<file path="src/design/smx_pkg.sv">
// Constants, carriers and state types for the sample command executor.
// Assumes one 100 MHz clock and a frame handler on the same clock feeding decoded writes.
// Function
// A with-reply command write returns command results, not stored register contents.
// Reply length follows the set channel selection bits; some bits give two values.
// The command trigger register cannot be read back; reads give an undefined value.
// A command without channel or averaging writes uses the values already held.
// Channel and averaging writes earlier in the same frame apply before execution.
// Values go most significant byte first, from the top mask bit downward.
// A channel whose selection bit is clear contributes no value.
// The host writes zeros into command bits seven and six.
// Request bit clear samples synchronously; with reply returns samples, without only stores.
// Request bit set with reply returns samples after any running sampling finishes.
// Request bit set without reply causes no action at all.
// The host should stop periodic sampling before issuing a sampling command.
// Partial periodic sampling may make a read-back reply mix two sample passes.
// Broadcast or group with-reply commands get replies in successive address order.
// The responder field names the highest device that must reply.
// The responder field is ignored for all other transaction types.
// Cell voltage select bits run from bit 16, lowest cell, to bit 31.
// The reference channel returns two values: reference level, then ground.
// A command arriving during a reply is processed only after that reply ends.
package smx_pkg;

  localparam logic [7:0] CMD_ADDR = 8'h02;
  localparam logic [7:0] CHAN_ADDR_LO = 8'h03;
  localparam logic [7:0] CHAN_ADDR_HI = 8'h06;
  localparam logic [7:0] AVG_ADDR = 8'h07;
  localparam logic [31:0] CHAN_RESET = 32'h0000_0000;
  localparam logic [7:0] AVG_RESET = 8'h00;
  localparam logic [7:0] HIDDEN_READ = 8'h00;
  // Bits 4 and 3 are reserved and never produce a value.
  localparam logic [31:0] CHAN_VALID = 32'hFFFF_FFE7;
  localparam int CELL_LSB = 16;
  localparam int REQUEST_TYPE_BIT_BIT = 5;
  localparam int RESP_MSB = 4;
  localparam logic [4:0] REF_BIT = 5'h02;
  localparam logic [5:0] GND_IDX = 6'h20;

  typedef enum logic [1:0] {
    SMX_SINGLE = 2'b00,
    SMX_GROUP = 2'b01,
    SMX_BCAST = 2'b10
  } smx_kind_e;

  typedef struct packed {
    logic valid;
    logic [7:0] addr;
    logic [7:0] data;
    logic resp;
    smx_kind_e kind;
  } smx_wr_s;

  typedef struct packed {
    logic [7:0] data;
    logic last;
  } smx_byte_s;

  typedef struct packed {
    logic [7:0] cmd;
    logic resp;
    smx_kind_e kind;
    logic [31:0] chan;
    logic [7:0] avg;
  } smx_job_s;

  typedef enum logic [3:0] {
    SMX_IDLE = 4'b0000,
    SMX_SAMPLE = 4'b0001,
    SMX_WAIT_IDLE = 4'b0010,
    SMX_GO_REPLY = 4'b0011,
    SMX_WAIT_TURN = 4'b0100,
    SMX_SCAN = 4'b0101,
    SMX_FETCH = 4'b0110,
    SMX_SEND_HI = 4'b0111,
    SMX_SEND_LO = 4'b1000
  } smx_state_e;

endpackage : smx_pkg

</file>
<file path="src/design/smx_cmd_exec.sv">
// Command trigger executor: latches command writes, starts sampling and streams replies.
// Assumes a same-clock frame handler, converter and link transmitter; no input synchronisers.
`timescale 1ns/1ns
module smx_cmd_exec
  import smx_pkg::*;
(
  input wire logic sys_clk, // System clock, 100 MHz.
  input wire logic srst, // Synchronous reset, active high.
  input wire smx_wr_s wr, // Decoded register byte write from a frame.
  input wire logic frame_end, // One-cycle pulse after the last byte of a frame.
  input wire logic [7:0] reg_rd_addr, // Register read address.
  output logic [7:0] reg_rd_data, // Register read data, one cycle later.
  input wire logic [4:0] dev_addr, // This device's link address.
  input wire logic turn_go, // Pulse: preceding devices have replied.
  output logic last_responder, // This reply ends a group sequence.
  output logic smp_start, // One-cycle pulse: start synchronous sampling.
  output logic [31:0] smp_mask, // Channels for the current command.
  output logic [7:0] smp_avg, // Averaging setting for the current command.
  input wire logic smp_busy, // Converter is sampling, manual or periodic.
  input wire logic smp_done, // Pulse: requested sampling finished.
  output logic rd_req, // Request one stored sample.
  output logic [5:0] rd_idx, // Sample index; 32 is the ground value.
  input wire logic rd_ack, // Sample data valid, request taken.
  input wire logic [15:0] rd_data, // Sample value.
  output logic tx_valid, // Reply byte present.
  output smx_byte_s tx_byte, // Reply byte and end-of-reply mark.
  input wire logic tx_ready, // Link takes the reply byte.
  output logic busy // A command is executing.
);

  typedef struct packed {
    smx_state_e st;
    logic [31:0] chan;
    logic [7:0] avg;
    logic fcmd_seen;
    smx_job_s fjob;
    logic pend_valid;
    smx_job_s pend;
    smx_job_s cur;
    logic [31:0] scan;
    logic gnd_pend;
    logic rd_req;
    logic [5:0] rd_idx;
    logic [7:0] lo_byte;
    logic start;
    logic [31:0] smask;
    logic last_resp;
    logic [7:0] rdata;
    logic tx_v;
    smx_byte_s tx_d;
    logic busy;
  } smx_exec_s;

  smx_exec_s s_r;
  smx_exec_s s_nxt;
  logic buf_ready;
  logic push;
  logic [4:0] top;
  logic grouped;

  // Highest set bit of a channel mask; reply order runs from bit 31 downward.
  function automatic logic [4:0] top_bit(input logic [31:0] m);
    logic [4:0] r;
    r = 5'h00;
    for (int i = 0; i < 32; i++) begin
      if (m[i]) begin
        r = 5'(i);
      end
    end
    return r;
  endfunction : top_bit

  // Register byte holding a given write address inside the 32-bit channel mask.
  function automatic logic [1:0] chan_byte(input logic [7:0] a);
    return 2'(a - CHAN_ADDR_LO);
  endfunction : chan_byte

  assign push = s_r.tx_v && buf_ready;
  assign top = top_bit(s_r.scan);
  assign grouped = (s_r.cur.kind != SMX_SINGLE) && s_r.cur.resp;

  always_comb begin
    s_nxt = s_r;
    s_nxt.start = 1'b0;
    // Registered write path; a frame's earlier writes land before its command runs.
    if (wr.valid) begin
      if (wr.addr >= CHAN_ADDR_LO && wr.addr <= CHAN_ADDR_HI) begin
        // Byte at the lowest address holds the top bits of the mask.
        s_nxt.chan[8 * (3 - chan_byte(wr.addr)) +: 8] = wr.data;
      end
      if (wr.addr == AVG_ADDR) begin
        s_nxt.avg = wr.data;
      end
      if (wr.addr == CMD_ADDR) begin
        s_nxt.fcmd_seen = 1'b1;
        s_nxt.fjob.cmd = wr.data;
        s_nxt.fjob.resp = wr.resp;
        s_nxt.fjob.kind = wr.kind;
      end
    end
    // A command is snapshot at frame end with whatever the frame left in the registers.
    if (frame_end && s_r.fcmd_seen) begin
      // A command byte landing with the frame end stays recorded, so the set wins.
      s_nxt.fcmd_seen = wr.valid && (wr.addr == CMD_ADDR);
      s_nxt.pend_valid = 1'b1;
      s_nxt.pend = s_r.fjob;
      s_nxt.pend.chan = s_nxt.chan;
      s_nxt.pend.avg = s_nxt.avg;
    end
    // The stored command value is never exposed to readers.
    if (reg_rd_addr >= CHAN_ADDR_LO && reg_rd_addr <= CHAN_ADDR_HI) begin
      s_nxt.rdata = s_r.chan[8 * (3 - chan_byte(reg_rd_addr)) +: 8];
    end else if (reg_rd_addr == AVG_ADDR) begin
      s_nxt.rdata = s_r.avg;
    end else begin
      s_nxt.rdata = HIDDEN_READ;
    end
    case (s_r.st)
      SMX_IDLE: begin
        // Pending work is only taken here, so replies never interleave.
        if (s_r.pend_valid) begin
          s_nxt.pend_valid = frame_end && s_r.fcmd_seen;
          s_nxt.cur = s_r.pend;
          s_nxt.smask = s_r.pend.chan & CHAN_VALID;
          s_nxt.busy = 1'b1;
          if (!s_r.pend.cmd[REQUEST_TYPE_BIT_BIT]) begin
            s_nxt.start = 1'b1;
            s_nxt.st = SMX_SAMPLE;
          end else if (s_r.pend.resp) begin
            s_nxt.st = SMX_WAIT_IDLE;
          end else begin
            s_nxt.busy = 1'b0;
          end
        end
      end
      SMX_SAMPLE: begin
        if (smp_done) begin
          // Without reply the samples are only stored.
          s_nxt.st = s_r.cur.resp ? SMX_GO_REPLY : SMX_IDLE;
          s_nxt.busy = s_r.cur.resp;
        end
      end
      SMX_WAIT_IDLE: begin
        // Periodic sampling of a subset may still leave two sample passes mixed.
        if (!smp_busy) begin
          s_nxt.st = SMX_GO_REPLY;
        end
      end
      SMX_GO_REPLY: begin
        s_nxt.scan = s_r.smask;
        s_nxt.gnd_pend = 1'b0;
        s_nxt.last_resp = grouped && (dev_addr == s_r.cur.cmd[RESP_MSB:0]);
        if (!grouped) begin
          s_nxt.st = SMX_SCAN;
        end else if (dev_addr > s_r.cur.cmd[RESP_MSB:0]) begin
          // Beyond the highest responder: this device stays silent.
          s_nxt.st = SMX_IDLE;
          s_nxt.busy = 1'b0;
        end else begin
          s_nxt.st = SMX_WAIT_TURN;
        end
      end
      SMX_WAIT_TURN: begin
        if (turn_go) begin
          s_nxt.st = SMX_SCAN;
        end
      end
      SMX_SCAN: begin
        if (s_r.gnd_pend) begin
          s_nxt.gnd_pend = 1'b0;
          s_nxt.rd_idx = GND_IDX;
          s_nxt.rd_req = 1'b1;
          s_nxt.st = SMX_FETCH;
        end else if (s_r.scan == 32'h0000_0000) begin
          s_nxt.st = SMX_IDLE;
          s_nxt.busy = 1'b0;
          s_nxt.last_resp = 1'b0;
        end else begin
          s_nxt.scan[top] = 1'b0;
          s_nxt.gnd_pend = (top == REF_BIT);
          s_nxt.rd_idx = {1'b0, top};
          s_nxt.rd_req = 1'b1;
          s_nxt.st = SMX_FETCH;
        end
      end
      SMX_FETCH: begin
        if (rd_ack) begin
          s_nxt.rd_req = 1'b0;
          s_nxt.lo_byte = rd_data[7:0];
          s_nxt.tx_v = 1'b1;
          s_nxt.tx_d = '{data: rd_data[15:8], last: 1'b0};
          s_nxt.st = SMX_SEND_HI;
        end
      end
      SMX_SEND_HI: begin
        if (push) begin
          s_nxt.tx_d.data = s_r.lo_byte;
          s_nxt.tx_d.last = (s_r.scan == 32'h0000_0000) && !s_r.gnd_pend;
          s_nxt.st = SMX_SEND_LO;
        end
      end
      SMX_SEND_LO: begin
        if (push) begin
          s_nxt.tx_v = 1'b0;
          s_nxt.st = SMX_SCAN;
        end
      end
      default: begin
        s_nxt.st = SMX_IDLE;
        s_nxt.busy = 1'b0;
      end
    endcase
  end

  always_ff @(posedge sys_clk) begin
    if (srst) begin
      s_r <= '0;
      s_r.st <= SMX_IDLE;
      s_r.chan <= CHAN_RESET;
      s_r.avg <= AVG_RESET;
      s_r.rdata <= HIDDEN_READ;
    end else begin
      s_r <= s_nxt;
    end
  end

  smx_tx_buf #(
    .W($bits(smx_byte_s))
  ) u_buf (
    .sys_clk(sys_clk),
    .srst(srst),
    .in_valid(s_r.tx_v),
    .in_data(s_r.tx_d),
    .in_ready(buf_ready),
    .out_valid(tx_valid),
    .out_data(tx_byte),
    .out_ready(tx_ready)
  );

  assign reg_rd_data = s_r.rdata;
  assign last_responder = s_r.last_resp;
  assign smp_start = s_r.start;
  assign smp_mask = s_r.smask;
  assign smp_avg = s_r.cur.avg;
  assign rd_req = s_r.rd_req;
  assign rd_idx = s_r.rd_idx;
  assign busy = s_r.busy;
endmodule : smx_cmd_exec

</file>
<file path="src/design/smx_tx_buf.sv">
// Two-entry reply byte buffer with valid and ready on both sides.
// Assumes the filler and the drainer share the module clock.
`timescale 1ns/1ns
module smx_tx_buf
  import smx_pkg::*;
#(
  parameter int W = 9
) (
  input wire logic sys_clk, // System clock.
  input wire logic srst, // Synchronous reset, active high.
  input wire logic in_valid, // Filler offers a word.
  input wire logic [W-1:0] in_data, // Offered word.
  output logic in_ready, // Buffer has room.
  output logic out_valid, // Head word present.
  output logic [W-1:0] out_data, // Head word.
  input wire logic out_ready // Drainer takes the head word.
);

  typedef struct packed {
    logic [W-1:0] head;
    logic [W-1:0] tail;
    logic [1:0] cnt;
    logic vld;
    logic rdy;
  } smx_buf_s;

  smx_buf_s s_r;
  smx_buf_s s_nxt;
  logic push;
  logic pop;

  assign push = in_valid && s_r.rdy;
  assign pop = s_r.vld && out_ready;
  assign in_ready = s_r.rdy;
  assign out_valid = s_r.vld;
  assign out_data = s_r.head;

  always_comb begin
    s_nxt = s_r;
    if (push && pop) begin
      if (s_r.cnt == 2'h1) begin
        s_nxt.head = in_data;
      end else begin
        s_nxt.head = s_r.tail;
        s_nxt.tail = in_data;
      end
    end else if (pop) begin
      s_nxt.head = s_r.tail;
      s_nxt.cnt = s_r.cnt - 2'h1;
    end else if (push) begin
      if (s_r.cnt == 2'h0) begin
        s_nxt.head = in_data;
      end else begin
        s_nxt.tail = in_data;
      end
      s_nxt.cnt = s_r.cnt + 2'h1;
    end
    s_nxt.vld = (s_nxt.cnt != 2'h0);
    s_nxt.rdy = (s_nxt.cnt != 2'h2);
  end

  always_ff @(posedge sys_clk) begin
    if (srst) begin
      s_r <= '{head: '0, tail: '0, cnt: 2'h0, vld: 1'b0, rdy: 1'b1};
    end else begin
      s_r <= s_nxt;
    end
  end

endmodule : smx_tx_buf

</file>
<file path="config.mk">
export PLATFORM = sky130hd
export DESIGN_NAME = smx_cmd_exec
export DESIGN_NICKNAME = d
export VERILOG_FILES = /design/src/design/smx_pkg.sv /design/src/design/smx_cmd_exec.sv /design/src/design/smx_tx_buf.sv
export SDC_FILE = /design/constraint.sdc
export NUM_CORES = 1
export LEC_CHECK = 0
export BUFFER_PORTS_ARGS = -buffer_cell sky130_fd_sc_hd__buf_2
export CORE_UTILIZATION = 40
export CTS_BUF_LIST = sky130_fd_sc_hd__clkbuf_4
export DETAILED_ROUTE_END_ITERATION = 7
export PLACE_DENSITY = 0.56
export SLEW_MARGIN = 25
export SYNTH_ARGS = -nofsm -noshare
export SYNTH_HDL_FRONTEND = slang
export SYNTH_HIERARCHICAL = 1
export SYNTH_SLANG_ARGS = --single-unit
</file>
<file path="constraint.sdc">
create_clock -name sys_clk -period 3.69 [get_ports sys_clk]
set_input_delay 0.1845 -clock sys_clk [delete_from_list [all_inputs] [get_ports sys_clk]]
set_output_delay 0.1845 -clock sys_clk [all_outputs]
set_load 0.01 [all_outputs]
</file>
==> out/qor.csv, run 1 <==
stage,metric,value,unit
clock_tree,cts_made_buffers,67,
floorplan,io_pins,125,
route,drtAntennaViolNets,0,
synthesis,synth.ff_latch_count,239,
sta,worst_slack,1240,ps
hold_path,whs_endpoint,u_buf/out_valid,
floorplan,die_w,170,µm
hold_path,hold_depth,5,
critical_path,arrival,3000,ps
finish,final_nets,1463,
synthesis,synth_edf_count,0,
sta,hold_violations,0,
sta,tns,0,ps
sta,period_minus_slack,2450,ps
synthesis,syn_inst,1298,
synthesis,synth_area_leaders,"dfxtp_1, nand2_1, mux2i_1",
synthesis,synth_async_sr_flop_share,0,
sta,post-route-period-util,0.664,
power_and_ir_drop,vdd_drop_max,0.191,mV
route,wl_per_cell,16.7,µm
clock_tree,post_cts_buffers,0,
synthesis,synth.top_cell.area_share,0.426,
synthesis,yosysSeqAreaShare,0.426,
sta,hold_ws,103,ps
synthesis,synth_top_flop_cell,dfxtp_1,
clock_tree,clockRootBuffer,clkbuf_4,
power_and_ir_drop,power.density,475,nW/µm²
sta,finalMaxSlewViolations,0,
grt,grt_pass1_wl,48400,µm
clock_tree,clock-sinks,239,
grt,overflow,0,
route,wl,30100,µm
critical_path,worst_setup_path_end_kind,flip-flop,
grt,antenna_found_initial,1,
run,maxCapViolCount,0,
grt,grt_max_degree,81,
critical_path,crit_required,4240,ps
route,drt_iter0_drc,585,
hold_path,hold_start,tx_ready,
floorplan,die_area,28800,µm²
finish,multi_input_area,5510,µm²
placement,dp_hpwl,20800,µm
critical_path,rrSetupSlack,1240,ps
critical_path,r2r_cells,6,
finish,fin_util,0.467,
sta,max_freq,408,MHz
sta,slew_headroom,0.356,
hold_path,hold_class,input port to flip-flop,
placement,io_buffers,122,
route,first_pass_iters,7,
clock_tree,insertion_delay,680,ps
placement,placed_cells,1661,
placement,dpl-instance-area,11600,µm²
finish,synthToLayoutAreaGrowth,13.1,%
synthesis,syn_avg_cell_area,8.66,µm²
sta,rsz0062_at_grt,no,
grt,grt_usage,0.211,
critical_path,reg2reg_to,s_r[2],
floorplan,die_h,170,µm
run_status,status,completed,
synthesis,synth_area,11200,µm²
placement,place_ws,1230,ps
critical_path,crit_type,flip-flop to flip-flop,
synthesis,yosysTopAreaCell,dfxtp_1,
finish,fillers,2762,
sta,worstMarginPinSlew,964,ps
placement,place_congestion,0.902,
synthesis,ys_types,77,
finish,seqCellArea,4780,µm²
floorplan,coreArea,27300,µm²
critical_path,crit_path_max_fanout,16,
route,drc,0,
power_and_ir_drop,finalPower,6.04,mW
route,vias,9524,
clock_tree,cts_buffer_depth,3,
critical_path,r2r_start,s_r[299],
clock_tree,h-tree-depth,3,
route,avgViaCountPerCell,5.29,
finish,drive_above_1_share,0.204,
finish,stdcell_count,1801,
floorplan,rows,60,
synthesis,yosys_warnings,6,
grt,first_global_vias,9043,
clock_tree,cts_tree,done,
sta,skew,52.9,ps
finish,fin_area,12700,µm²
sta,setup_violations,0,
critical_path,worstSetupStartpointType,flip-flop,
clock_tree,clkTransAtPathRegs,60,ps
floorplan,start_util,0.412,
power_and_ir_drop,p_leak,5.00,nW
==> critical path: stages (launching register included) <==
cell and delay (ps):
dfxtp_1 580, nand4b_1 580, a21o_1 200, o221ai_4 180
o21ai_2 530, nor2_1 80, a211oi_1 210
==> repair_timing <==
item,in CTS,in global routing
resized for setup,0,0
hold buffers,33,0
setup endpoints to repair,0,0
hold endpoints to repair,61,0
==> layout by cell type, fill, tap and decap left out, drive strengths merged, types with 8 or more instances in the layout <==
cell type | netlist | final
clkbuf | 54 | 97
and2 | 13 | 13
nor4 | 10 | 10
buf | 91 | 136
or3 | 9 | 9
o21ai | 30 | 30
nand4 | 28 | 28
mux4 | 9 | 9
a21boi | 24 | 24
nor2 | 149 | 149
a31o | 8 | 8
a211oi | 54 | 54
o221a | 8 | 8
dlygate4sd3 | 0 | 33
a22oi | 8 | 8
inv | 25 | 27
a21oi | 109 | 109
nand2b | 18 | 18
mux2i | 58 | 58
nand3 | 26 | 26
ha | 15 | 15
dfxtp | 239 | 239
a22o | 8 | 8
nand2 | 182 | 182
and3 | 8 | 8
a311oi | 9 | 9
nor3 | 16 | 16
==> registers in the layout, indices dropped and copies added, names as in the netlist, named ones only <==
| name | count |
|---|---|
| busy | 1 |
| last_responder | 1 |
| rd_idx | 6 |
| rd_req | 1 |
| reg_rd_data | 8 |
| s_r | 159 |
| smp_avg | 8 |
| smp_mask | 30 |
| smp_start | 1 |
| u_buf/in_ready | 1 |
| u_buf/out_data | 9 |
| u_buf/out_valid | 1 |
| u_buf/s_r | 11 |
==> area by class of cell <==
class,instances,share of cell area
diodes,1,0.000197
flip-flops and latches,239,0.376
well taps,372,0.0366
clock buffers,97,0.0573
inverters,26,0.00767
repair buffers,169,0.0828
clock inverters,9,0.00581
multi-input cells,888,0.433
==> power breakdown <==
part / internal, mW / switching, mW / total, mW
clock network: 1.26 / 1.08 / 2.34
registers: 2.66 / 0.0938 / 2.75
logic: 0.374 / 0.565 / 0.939
==> cells in the mapped netlist, drive strengths merged, types with 4 or more instances <==
cell and n:
nor3 16, nor3b 6, a311oi 9, a21oi 109, a211oi 54, a31oi 4, and2 13, clkbuf 54
a31o 8, mux4 9, nor2b 6, dfxtp 239, nand3b 4, ha 15, nor2 149, a22o 8
nand2b 18, or3 9, o31ai 4, nand3 26, and3 8, a21boi 24, a21o 4, nand2 182
a22oi 8, mux2i 58, o221a 8, nor4 10, buf 91, a221oi 6, or2 4, inv 25
o211ai 5, o21ai 30, o311ai 5, nand4 28, o21a 5
==> how the worst max path moves through the flow <==
stage                           endpoint            from  slack [ps]
after detailed placement          s_r[4]        s_r[299]        1230
after floorplan           reg_rd_data[3]  reg_rd_addr[0]        1650
after CTS                         s_r[1]        s_r[296]        1220
after global routing              s_r[5]        s_r[299]         980
after global placement            s_r[4]        s_r[299]        1230
final                             s_r[2]        s_r[299]        1240
==> logic make-up after synthesis <==
group,count (synthesis),synth area share
simple gates,489,0.207
compound gates,314,0.194
flops,239,0.426
buf+inv,172,0.0848
mux,68,0.0707
fa+ha+maj,15,0.0167
other cells,1,0.000334
==> routing by layer <==
layer | global-route usage | vias up | routed length (µm)
li1 | - | 4783 | -
met2 | 0.334 | 238 | 13700
met5 | 0 | - | 0
met3 | 0.0464 | 59 | 1460
met4 | 0.0787 | 0 | 776
met1 | 0.279 | 4444 | 14200
No activity file was read; power rests on OpenSTA's default activity.
==> inputs of run 2 (changes only) <==
- PLACE_DENSITY: 0.56 -> 0.58
- clock period: 3.69 -> 2.1 ns (I/O delays scaled with it)
==> run 2 against run 1 <==
  * The run now ends with negative setup slack left
  * Count of clock-buffer cells in the layout is 1 lower
  * Worst hold slack worse by 73 ps
  * Wire length is 1.9% higher
  * Register-to-register slack worse by 1300 ps
  * Global-route usage is 0.54 points higher
  * First-iteration DRC count is 10% lower
  * Via count is 5.1% higher
  * Sequential power is 75% higher
  * Cell count is 5.7% higher
  * Die area stayed put
  * Total power is 82% higher
  * Critical path type unchanged
  * Critical endpoint is now s_r[71]
  * Largest cell class unchanged
  * Largest power group unchanged
==> out/qor.csv, run 2 (synthesis gave the netlist of run 1 again) <==
stage,metric,value,unit
grt,grt_usage,0.216,
grt,grt_pass1_wl,49900,µm
placement,io_buffers,122,
sta,finalMaxSlewViolations,0,
sta,skew,41.6,ps
route,avgViaCountPerCell,5.26,
critical_path,worstSetupStartpointType,flip-flop,
placement,dp_hpwl,21500,µm
critical_path,crit_type,flip-flop to flip-flop,
floorplan,die_area,28800,µm²
critical_path,worst_setup_path_end_kind,flip-flop,
sta,post-route-period-util,1.01,
critical_path,r2r_start,s_r[78],
critical_path,crit_required,2620,ps
clock_tree,clock-sinks,239,
sta,slew_headroom,0.561,
clock_tree,cts_made_buffers,67,
power_and_ir_drop,power.density,786,nW/µm²
grt,antenna_found_initial,2,
route,first_pass_iters,7,
grt,grt_max_degree,120,
grt,first_global_vias,9705,
finish,synthToLayoutAreaGrowth,24.0,%
route,wl_per_cell,16.1,µm
finish,drive_above_1_share,0.275,
floorplan,io_pins,125,
route,drc,0,
critical_path,startpoint,s_r[78],
critical_path,crit_end,s_r[71],
route,drtAntennaViolNets,0,
critical_path,path_buf_inv,1,
floorplan,die_w,170,µm
sta,setup_violations,1,
floorplan,start_util,0.412,
critical_path,reg2reg_to,s_r[71],
finish,largest_reg_flops,159,
clock_tree,cts_tree,done,
critical_path,arrival,2630,ps
placement,place_ws,-187,ps
placement,place_congestion,0.865,
power_and_ir_drop,vdd_drop_max,0.298,mV
floorplan,rows,60,
sta,period_minus_slack,2110,ps
sta,max_freq,473,MHz
finish,regMostFlops,s_r,
clock_tree,clockRootBuffer,clkbuf_4,
run_status,violations,negative setup slack,
sta,tns,-14.1,ps
critical_path,cp_cell_sequence,"or2_4, a211oi_4, a2111oi_4, o21ai_4, buf_6, or3b_4, a41o_1",
critical_path,crit_cells,7,
hold_path,hold_class,input port to flip-flop,
power_and_ir_drop,p_leak,5.58,nW
floorplan,coreArea,27300,µm²
clock_tree,cts_buffer_depth,3,
critical_path,crit_path_max_fanout,6,
sta,rsz0062_at_grt,yes,
run,maxCapViolCount,0,
sta,hold_violations,0,
clock_tree,h-tree-depth,3,
critical_path,critical-path-top-delay-family,compound AO/OA/AOI/OAI gates,
critical_path,rrSetupSlack,-10,ps
finish,layout_commonest_cell,dfxtp_1,
critical_path,crit_slowest_cell,or3b_4,
clock_tree,insertion_delay,660,ps
clock_tree,clkTransAtPathRegs,60,ps
floorplan,die_h,170,µm
run_status,status,"finished, violations left",
critical_path,worst_path_largest_cell_delay,380,ps
finish,fin_area,13900,µm²
placement,dpl-instance-area,12400,µm²
grt,overflow,0,
finish,final_cell_mix,"dfxtp_1, nand2_1, nor2_1, buf_2, a21oi_1",
finish,fin_util,0.512,
sta,worstMarginPinSlew,649,ps
route,wl,30700,µm
hold_path,hold_start,reg_rd_addr[3],
sta,worst_slack,-14.1,ps
route,vias,10000,
finish,final_nets,1563,
route,drt_iter0_drc,524,
critical_path,r2r_cells,7,
-- run 2: how the worst min path moves through the flow --
| stage | slack, ps | end | cells after the start |
|---|---|---|---|
| 5_1_grt | 40 | s_r[255] | 4 |
| 3_3_place_gp | 330 | s_r[246] | 3 |
| 4_1_cts | 3 | u_buf/out_valid | 5 |
| 3_5_place_dp | 350 | s_r[244] | 3 |
| 2_1_floorplan | 180 | u_buf/s_r[3] | 1 |
| 6_report | 30 | reg_rd_data[7] | 5 |
-- run 2: repair_timing --
action                     CTS  global route
setup endpoints to repair   18            47
hold buffers                40             0
setup buffers                1             8
hold endpoints to repair   137             0
resized for setup           14            50
pin swaps                    5            23
-- run 2: metrics by stage --
stage	hold slack [ps]	instances	power, mW
6_report	30.0	1904	11.0
2_1_floorplan	177	1299	6.17
4_1_cts	2.77	1896	11.0
5_1_grt	43.7	1904	11.6
3_3_place_gp	333	1747	6.73
3_5_place_dp	346	1747	6.75
-- run 2: area by class of cell --
cell class | count | area, µm²
inverter | 26 | 97.6
clock buffer | 96 | 721
fill | 2628 | 13300
antenna | 2 | 5.00
tap | 372 | 465
sequential | 239 | 4790
timing repair buffer | 269 | 1980
multi-input combinational | 888 | 5790
clock inverter | 12 | 85.1
-- run 2: per-layer routing --
metal / track usage / wire [µm] / vias up / part of all wire
met5: 0 / 0 / - / 0
met4: 0.0964 / 899 / 0 / 0.029
met3: 0.0478 / 1570 / 65 / 0.051
met2: 0.349 / 14200 / 235 / 0.46
met1: 0.275 / 14000 / 4718 / 0.46
li1: - / - / 4991 / -
-- run 2: worst reg2reg max path, delay by kind of cell (launching register included) --
family | cells | cell delay, ps
compound gates | 4 | 870
flops | 1 | 370
simple gates | 2 | 620
buf+inv | 1 | 140
-- run 2: where the power goes --
part           switching [mW]  total, mW  internal, mW
clock network            1.91       4.12          2.21
logic                    1.13       2.03         0.904
registers               0.128       4.81          4.68
